<file path="config.mk">
export PLATFORM = sky130hd
export DESIGN_NAME = rx_signal_qualifiers
export DESIGN_NICKNAME = d
export VERILOG_FILES = /design/src/common/rxq_pkg.sv /design/src/verilog/rx_signal_qualifiers.sv
export SDC_FILE = /design/constraint.sdc
export NUM_CORES = 1
export LEC_CHECK = 0
export ABC_AREA = 0
export CORE_MARGIN = 3
export CORE_UTILIZATION = 32
export DETAILED_ROUTE_END_ITERATION = 12
export DONT_BUFFER_PORTS = 1
export PLACE_DENSITY = 0.54
export SYNTH_ARGS = -nofsm -noshare
export SYNTH_HDL_FRONTEND = slang
export SYNTH_SLANG_ARGS = --single-unit
</file>
<file path="constraint.sdc">
create_clock -name i_sys_clk -period 12 [get_ports i_sys_clk]
set_input_delay 1.2 -clock i_sys_clk [delete_from_list [all_inputs] [get_ports i_sys_clk]]
set_output_delay 1.2 -clock i_sys_clk [all_outputs]
set_load 0.01 [all_outputs]
</file>
<file path="src/common/rxq_pkg.sv">
/*
  package for the receive qualifier block: field codes, defaults, carriers.
  assumes a single synchronous clock domain and no register bus.
*/
package rxq_pkg;
  // sync qualifier mode codes, low two bits
  localparam logic [1:0] SYNC_NONE = 2'h0;
  localparam logic [1:0] SYNC_15_16 = 2'h1;
  localparam logic [1:0] SYNC_16_16 = 2'h2;
  localparam logic [1:0] SYNC_30_32 = 2'h3;
  // bit position of the carrier sense flag in the mode field
  localparam int SYNC_CS_BIT = 2;
  // preamble counter arithmetic
  localparam int PQ_INC = 1;
  localparam int PQ_DEC = 8;
  localparam int PQ_THR_SCALE = 4;
  // output pin select codes
  localparam logic [5:0] PIN_SEL_PQ = 6'h08;
  localparam logic [5:0] PIN_SEL_CS = 6'h0e;
  // defaults
  localparam logic [3:0] ABS_OFFSET_RST = 4'h0;
  localparam logic [2:0] MAGNITUDE_TARGET_RST = 3'h3;
  localparam logic [7:0] SIGNAL_STRENGTH_RST = 8'h80;
  // carrier sense base level in reading units: -100 dBm seen through a
  // front end offset of 74 dB, so every threshold lands inside 8 bits
  localparam int CS_ABS_BASE = -52;
  // relative threshold codes
  localparam logic [1:0] REL_OFF = 2'h0;

  // configuration carrier
  typedef struct packed {
    logic [2:0] sync_mode;
    logic [2:0] preamble_threshold;
    logic status_append_enable;
    logic [2:0] front_end_gain_limit;
    logic [1:0] digital_gain_limit;
    logic [3:0] absolute_threshold_offset;
    logic [1:0] relative_threshold;
    logic [2:0] magnitude_target;
    logic [1:0] filter_length;
  } rxq_cfg_t;

  // packet status carrier
  typedef struct packed {
    logic carrier_sense;
    logic preamble_quality_reached;
    logic sync_found;
  } rxq_status_t;
endpackage

</file>
<file path="src/verilog/rx_signal_qualifiers.sv">
/*
  receive qualifiers: sync gating, preamble quality, held signal strength,
  carrier sense and output pin selection.
  assumes bit strobes and raw strength samples arrive on i_sys_clk, and the
  demodulator reports raw sync matches with a match count.
*/
`timescale 1ns/1ps
`default_nettype none

module rx_signal_qualifiers #(
  parameter int PQ_WIDTH = 8,
  parameter int HYST_HALF_DB = 2
) (
  input wire logic i_sys_clk,
  input wire logic i_nrst,
  input wire rxq_pkg::rxq_cfg_t i_cfg,
  input wire logic i_rx_enter,
  input wire logic i_rx_active,
  input wire logic i_bit_valid,
  input wire logic i_bit,
  input wire logic i_sync_candidate,
  input wire logic [5:0] i_sync_match_bits,
  input wire logic i_strength_valid,
  input wire logic [7:0] i_strength_raw,
  input wire logic i_byte_valid,
  input wire logic [7:0] i_byte,
  input wire logic i_payload_done,
  input wire logic [5:0] i_pin_select,
  output logic o_fifo_wr,
  output logic [7:0] o_fifo_data,
  output logic o_sync_found,
  output logic [7:0] o_signal_strength,
  output rxq_pkg::rxq_status_t o_packet_status,
  output logic o_general_output_pin
);

  // elaboration guard: the counter must hold 4 x 7 plus headroom
  if (PQ_WIDTH < 6 || PQ_WIDTH > 16)
  begin : g_bad_pq_width
    $error("preamble counter width out of range");
  end
  // hysteresis beyond 16 half dB would swallow the offset range
  if (HYST_HALF_DB < 0 || HYST_HALF_DB > 16)
  begin : g_bad_hyst
    $error("hysteresis out of range");
  end

  ////////////////////////////////////////////////////////////////////////
  // decoding helpers

  // sync match criterion for the low two mode bits
  function automatic logic match_ok(input logic [1:0] mode, input logic [5:0] n);
    case (mode)
      rxq_pkg::SYNC_15_16: match_ok = (n >= 6'd15) && (n <= 6'd16);
      rxq_pkg::SYNC_16_16: match_ok = (n == 6'd16);
      rxq_pkg::SYNC_30_32: match_ok = (n >= 6'd30);
      default: match_ok = 1'b0;
    endcase
  endfunction

  // signed half-dB to a wider signed value
  function automatic logic signed [9:0] widen(input logic [7:0] v);
    widen = {{2{v[7]}}, v};
  endfunction

  ////////////////////////////////////////////////////////////////////////
  // preamble quality counter
  // the first bit after entry has no predecessor and moves nothing;
  // the counter floors at zero and sticks at full scale, so a long
  // noisy run can never wrap round into a false preamble

  logic [PQ_WIDTH-1:0] pq_cnt_ff; // quality count, saturating
  logic [PQ_WIDTH-1:0] nxt_pq_cnt;
  logic prev_bit_ff; // last received bit
  logic have_prev_ff; // first bit after entry has no predecessor
  logic [PQ_WIDTH-1:0] pq_limit;
  wire logic bit_changed = i_bit != prev_bit_ff;
  wire logic pq_enabled = i_cfg.preamble_threshold != 3'h0;
  assign pq_limit = PQ_WIDTH'(rxq_pkg::PQ_THR_SCALE * i_cfg.preamble_threshold);
  wire logic pq_reached = pq_enabled && (pq_cnt_ff > pq_limit);

  // up by one on change, down by eight on repeat, clamped both ends
  always_comb
  begin
    nxt_pq_cnt = pq_cnt_ff;
    if (i_bit_valid && have_prev_ff)
    begin
      if (bit_changed)
      begin
        if (pq_cnt_ff != {PQ_WIDTH{1'b1}})
          nxt_pq_cnt = pq_cnt_ff + PQ_WIDTH'(rxq_pkg::PQ_INC);
      end
      else if (pq_cnt_ff > PQ_WIDTH'(rxq_pkg::PQ_DEC))
        nxt_pq_cnt = pq_cnt_ff - PQ_WIDTH'(rxq_pkg::PQ_DEC);
      else
        nxt_pq_cnt = '0; // floor rather than wrap
    end
  end

  // counter restarts on each entry to receive
  always_ff @(posedge i_sys_clk)
  begin
    if (!i_nrst || i_rx_enter)
    begin
      pq_cnt_ff <= '0;
      prev_bit_ff <= 1'b0;
      have_prev_ff <= 1'b0;
    end
    else
    begin
      pq_cnt_ff <= nxt_pq_cnt;
      if (i_bit_valid)
      begin
        prev_bit_ff <= i_bit;
        have_prev_ff <= 1'b1;
      end
    end
  end

  ////////////////////////////////////////////////////////////////////////
  // strength averaging: one sample in 2^filter_length is published
  // only the sample on the tick is kept and the ones between are dropped,
  // which trades true averaging for a single small counter;
  // a filter_length of 3 gives a period of eight samples

  logic [3:0] avg_cnt_ff; // samples since last publish
  logic [3:0] avg_len;
  assign avg_len = 4'(1) << i_cfg.filter_length;
  wire logic avg_tick = i_strength_valid && (avg_cnt_ff == avg_len - 4'h1);

  always_ff @(posedge i_sys_clk)
  begin
    if (!i_nrst || i_rx_enter)
      avg_cnt_ff <= 4'h0;
    else if (avg_tick)
      avg_cnt_ff <= 4'h0;
    else if (i_strength_valid)
      avg_cnt_ff <= avg_cnt_ff + 4'h1;
  end

  ////////////////////////////////////////////////////////////////////////
  // carrier sense
  // both modes look only at published samples, so a longer filter slows
  // the carrier decision as well as the strength readout;
  // the absolute threshold is kept in reading units so that it can be
  // compared with the raw sample without any offset correction

  logic [7:0] cur_ff; // current strength sample, not frozen
  logic [7:0] prev_ff; // previous published sample
  logic cs_ff; // carrier sense level
  logic nxt_cs;
  logic signed [9:0] abs_thr; // threshold in half dB
  logic signed [9:0] rel_step;
  logic signed [9:0] cur_s;
  logic signed [9:0] delta;

  // base threshold grows with gain limits, offset and target in whole dB
  // a larger gain limit code caps the gain lower and so lifts the threshold
  assign abs_thr = 10'(rxq_pkg::CS_ABS_BASE)
    + 10'(signed'({7'h0, i_cfg.front_end_gain_limit}) * 10'sd6)
    + 10'(signed'({8'h0, i_cfg.digital_gain_limit}) * 10'sd12)
    + 10'(signed'({{6{i_cfg.absolute_threshold_offset[3]}},
        i_cfg.absolute_threshold_offset}) * 10'sd2)
    + 10'(signed'({7'h0, i_cfg.magnitude_target}) * 10'sd2);

  // relative step of 6, 10 or 14 dB in half dB units
  assign rel_step = (i_cfg.relative_threshold == 2'h1) ? 10'sd12
    : (i_cfg.relative_threshold == 2'h2) ? 10'sd20 : 10'sd28;
  assign cur_s = widen(i_strength_raw);
  assign delta = cur_s - widen(prev_ff);

  // relative mode wins when enabled; absolute holds with hysteresis
  always_comb
  begin
    nxt_cs = cs_ff;
    if (avg_tick)
    begin
      if (i_cfg.relative_threshold != rxq_pkg::REL_OFF)
      begin
        if (delta >= rel_step)
          nxt_cs = 1'b1;
        else if (-delta >= rel_step)
          nxt_cs = 1'b0;
      end
      else if (cur_s > abs_thr + 10'(HYST_HALF_DB))
        nxt_cs = 1'b1;
      else if (cur_s < abs_thr - 10'(HYST_HALF_DB))
        nxt_cs = 1'b0;
    end
  end

  always_ff @(posedge i_sys_clk)
  begin
    if (!i_nrst)
    begin
      cs_ff <= 1'b0;
      cur_ff <= rxq_pkg::SIGNAL_STRENGTH_RST;
      prev_ff <= rxq_pkg::SIGNAL_STRENGTH_RST;
    end
    else if (i_rx_enter)
      cs_ff <= 1'b0;
    else if (avg_tick)
    begin
      cs_ff <= nxt_cs;
      prev_ff <= i_strength_raw;
      cur_ff <= i_strength_raw;
    end
  end

  ////////////////////////////////////////////////////////////////////////
  // sync acceptance
  // every qualifier is judged in the cycle of the candidate itself;
  // a qualifier that rises one cycle late does not rescue the candidate,
  // the demodulator has to report the next match instead

  logic sync_ff; // sync accepted in this reception
  wire logic mode_needs_cs = i_cfg.sync_mode[rxq_pkg::SYNC_CS_BIT];
  wire logic [1:0] mode_low = i_cfg.sync_mode[1:0];
  wire logic no_sync = mode_low == rxq_pkg::SYNC_NONE;
  wire logic cs_ok = !mode_needs_cs || cs_ff;
  wire logic pq_ok = !pq_enabled || pq_reached;
  wire logic accept = i_rx_active && !sync_ff && i_sync_candidate
    && match_ok(mode_low, i_sync_match_bits) && pq_ok && cs_ok;
  // with no sync search, data flows once carrier sense allows it
  wire logic open_path = no_sync && cs_ok;
  wire logic path_open = sync_ff || open_path;

  always_ff @(posedge i_sys_clk)
  begin
    if (!i_nrst || i_rx_enter || !i_rx_active)
      sync_ff <= 1'b0;
    else if (accept)
      sync_ff <= 1'b1;
  end

  ////////////////////////////////////////////////////////////////////////
  // frozen strength and fifo path
  // a byte arriving with the pending status byte wins the slot, so the
  // appended byte waits for the first idle cycle rather than being lost

  logic [7:0] strength_ff; // status value, frozen after sync
  logic fifo_wr_ff;
  logic [7:0] fifo_data_ff;
  logic append_ff; // one status byte pending

  // tracks until sync, then holds until receive re-entered
  always_ff @(posedge i_sys_clk)
  begin
    if (!i_nrst)
      strength_ff <= rxq_pkg::SIGNAL_STRENGTH_RST;
    else if (i_rx_active && !sync_ff && avg_tick)
      strength_ff <= i_strength_raw;
  end

  // bytes only pass once the path opens; status byte follows payload
  always_ff @(posedge i_sys_clk)
  begin
    if (!i_nrst)
    begin
      fifo_wr_ff <= 1'b0;
      fifo_data_ff <= 8'h00;
      append_ff <= 1'b0;
    end
    else
    begin
      fifo_wr_ff <= 1'b0;
      if (i_byte_valid && path_open)
      begin
        fifo_wr_ff <= 1'b1;
        fifo_data_ff <= i_byte;
      end
      else if (append_ff)
      begin
        fifo_wr_ff <= 1'b1;
        fifo_data_ff <= cur_ff;
      end
      if (i_payload_done && path_open && i_cfg.status_append_enable)
        append_ff <= 1'b1;
      else if (append_ff && !(i_byte_valid && path_open))
        append_ff <= 1'b0;
    end
  end

  ////////////////////////////////////////////////////////////////////////
  // status and pin
  // every output leaves through a flop; status and pin therefore trail
  // their cause by two cycles, which the host must allow for when polling

  wire logic pin_next = (i_pin_select == rxq_pkg::PIN_SEL_PQ) ? pq_reached
    : (i_pin_select == rxq_pkg::PIN_SEL_CS) ? cs_ff : 1'b0;

  always_ff @(posedge i_sys_clk)
  begin
    if (!i_nrst)
    begin
      o_packet_status <= '0;
      o_general_output_pin <= 1'b0;
      o_sync_found <= 1'b0;
      o_signal_strength <= rxq_pkg::SIGNAL_STRENGTH_RST;
    end
    else
    begin
      o_packet_status.carrier_sense <= cs_ff;
      o_packet_status.preamble_quality_reached <= pq_reached;
      o_packet_status.sync_found <= sync_ff;
      o_general_output_pin <= pin_next;
      o_sync_found <= sync_ff;
      o_signal_strength <= strength_ff;
    end
  end

  assign o_fifo_wr = fifo_wr_ff;
  assign o_fifo_data = fifo_data_ff;

endmodule // rx_signal_qualifiers

`default_nettype wire

</file>
==> results.toml <==
[outcome]
outcome = "finished clean"

[power]
switchingPower_w = 0.0002317
leakagePower_nw = 2.037
swShare = 0.3600
seqPwrFrac = 0.290
ir_worst_vdd_mv = 0.06439
p_clk_frac = 0.258
combPwrFrac = 0.451
p_per_area_mw_per_mm2 = 136.5
p_int_w = 0.0004120

[sta]
period_share = 0.4905
slew_viol_final = 0
worst_pin_slew_ns = 0.6706
layout_setup_ws_ns = 6.114
fin_worst_hold_slack_ns = 0.4513
final-setup-viol-count = 0
max_slew_margin = 0.5413
max_freq_mhz = 169.9
rsz0062_at_grt = "false"
skew_ns = 0.004812
layout_min_cycle_time_ns = 5.886
finalSetupTns_ns = 0
hold_viol_final = 0

[route]
routedWlPerCell_um = 15.07
dr.pass1.iters = 4
wirelength_um = 10200
viasPerCell = 5.198
drt-initial-drc-count = 218
drc = 0
ant_nets = 0
vias = 3519

[worst_setup_path]
r2r_slack_ns = 8.97
critPathBufInv = 1
worstSetupEndpointType = "flip-flop"
crit_slowest_cell = "fa_1"
critPathKind = "in2reg"
cp.arrival_ns = 6.12
crit_required_ns = 12.23
crit_path_frequent_cell = "ha_1"
cp_max_fo = 4
crit_family = "adder cells"
max_stage_delay_ns = 0.51
worstReg2RegEnd = "cs_ff$_SDFFE_PP0P_"
crit_chain = "ha_1 -> fa_1 -> xnor2_1 -> fa_1 -> inv_1 -> ha_1 -> ha_1 -> fa_1 -> a21o_1 -> a21o_1 -> and2_1 -> or2_1 -> xor2_1 -> ha_1 -> a2111oi_0 -> o21ai_0 -> nor2_1 -> o221ai_1 -> o32a_1 -> o211ai_2"
setup.worst_path.start_class = "input pin"
reg2reg_depth = 12
r2r-start = "prev_ff[0]$_SDFFE_PN0P_"

[yosys]
synth_mux_area_frac = 0.04529
syn_nets = 641
synthAdderAreaFrac = 0.2145
async_flop_share = 0
synth.area.top_cells = "dfxtp_1, ha_1, fa_1, mux2i_1, inv_1"
yosysUniqueCellTypes = 72
seq_area_frac_synth = 0.2446
synth_compound_area_frac = 0.1896
postSynthAreaPerCell_um2 = 8.651
yosysWarningCount = 0
netlist_area_mm2 = 0.004420
syn_inst = 511
synth-xor-area-share = 0.05519
synth_seq_cells = 54
synth_flop_cell = "dfxtp_1"
post-synth-top-area-cell = "dfxtp_1"
yosys.area_share.simple = 0.1888
synth-edff-count = 0
synth_top_family_by_area = "adder cells"
synth_top_area_frac = 0.2446

[clock_network]
numClockSinks = 54
insertion_delay_ns = 0.30
clock_path_buffers = 2
cts-root-buf = "clkbuf_16"
hold_buffers = 0
post-cts-setup-buffers = 0
cts_tree = "built"
cts_inserted_buffers = 5
h-tree-depth = 2
path_clk_slew_ns = 0.07
cts_resized = 0

[global_routing]
overflow = 0
grt_pass1_wl_um = 16440
grt_pass1_vias = 3299
antenna_found_initial = 0
track_usage = 0.1361
grt_start_max_net_pins = 41

[hold_path]
holdPathEnd = "o_signal_strength[7]$_SDFF_PN1_"
hold_depth = 1
min_from = "strength_ff[7]$_SDFFE_PN1P_"
min_path_type = "reg2reg"

[floorplan]
start_util = 0.3299
rows = 42
ioPinCount = 83
dieWidth_um = 123.5
die_area_mm2 = 0.01526
die-height_um = 123.5
core_mm2 = 0.01340

[placed_design]
post-place-ws_ns = 5.825
gp_congestion = 0.8232
io_buffers = 0
dpl_cell_area_mm2 = 0.004551
dp_hpwl_um = 8271

[finish]
nets = 630
final_util = 0.3520
syn2layout_area_growth_pct = 6.708
layout-drive-gt1-share = 0.03792
n_antenna_cell = 0
design_area_mm2 = 0.004717

[flow_run]
drv_cap = 0
cells by family after synthesis:
| group | after synthesis |
|---|---|
| buffers and inverters | 66 |
| adder cells (fa/ha/maj) | 70 |
| multiplexers | 20 |
| XOR/XNOR | 27 |
| AO/OA/AOI/OAI | 115 |
| flip-flops | 54 |
| AND/OR/NAND/NOR | 159 |
cell usage after synthesis (5+ instances only):
library cell	number
nand3_1	11
ha_1	59
nand4_1	5
xnor2_1	13
o21ai_1	9
a21boi_1	7
clkbuf_1	14
o211a_1	9
mux2i_1	20
dfxtp_1	54
nand2b_1	11
nand2_1	34
inv_1	47
and2_1	12
fa_1	10
a21o_1	9
xor2_1	13
nor2_1	32
nor2b_1	14
a21oi_1	21
nor3_1	13
o21ai_0	12
placed cells by master (no fill, tap or decap), types with 13 or more instances in the layout:
master and instances:
a21oi_1 21, dfxtp_1 54, ha_1 59, inv_1 47
mux2i_1 20, nand2_1 34, nor2_1 32, nor2b_1 14
nor3_1 13, xnor2_1 13, xor2_1 13
routing by layer:
| metal | global-route usage | vias up | wire (µm) |
|---|---|---|---|
| li1 | - | 1779 | - |
| met1 | 0.1820 | 1649 | 4646 |
| met2 | 0.2226 | 80 | 4856 |
| met3 | 0.02516 | 11 | 545 |
| met4 | 0.04152 | 0 | 156 |
| met5 | 0 | - | 0 |
registers in the layout, indices dropped and copies added, names as in the netlist:
| signal | flops |
|---|---|
| append_ff | 1 |
| avg_cnt_ff | 4 |
| cs_ff | 1 |
| have_prev_ff | 1 |
| o_fifo_data | 8 |
| o_fifo_wr | 1 |
| o_general_output_pin | 1 |
| o_packet_status | 3 |
| o_signal_strength | 8 |
| pq_cnt_ff | 8 |
| prev_bit_ff | 1 |
| prev_ff | 8 |
| strength_ff | 8 |
| sync_ff | 1 |
layout make-up:
type	count	area, µm²
multi-input combinational	391	3065
clock buffer	6	128.9
clock inverter	2	37.54
fill	1383	8683
sequential	54	1081
timing repair buffer	1	7.507
inverter	47	176.4
tap	176	220.2
per-stage QoR:
step                      std cells  total power (W)
after floorplan                 511        0.0004274
after global placement          669        0.0004773
after detailed placement        669        0.0004833
after CTS                       677        0.0006537
after global routing            677        0.0007040
final                           677        0.0006437
power by group through the flow:
stage | registers, W | logic, W | clock network [W]
after global placement | 0.000191 | 0.000286 | 0
after floorplan | 0.000190 | 0.000238 | 0
after global routing | 0.000187 | 0.000337 | 0.000179
after CTS | 0.000187 | 0.000294 | 0.000172
final | 0.000187 | 0.000290 | 0.000166
after detailed placement | 0.000191 | 0.000292 | 0
worst max-delay path by stage:
stage	startpoint	endpoint	depth (start not counted)
global placement	i_cfg[13]	cs_ff$_SDFFE_PP0P_	20
floorplan	i_cfg[13]	cs_ff$_SDFFE_PP0P_	21
global route	i_cfg[13]	cs_ff$_SDFFE_PP0P_	20
CTS	i_cfg[13]	cs_ff$_SDFFE_PP0P_	20
finish	i_cfg[13]	cs_ff$_SDFFE_PP0P_	20
detailed placement	i_cfg[13]	cs_ff$_SDFFE_PP0P_	20
(Power assumes the default switching activity.)
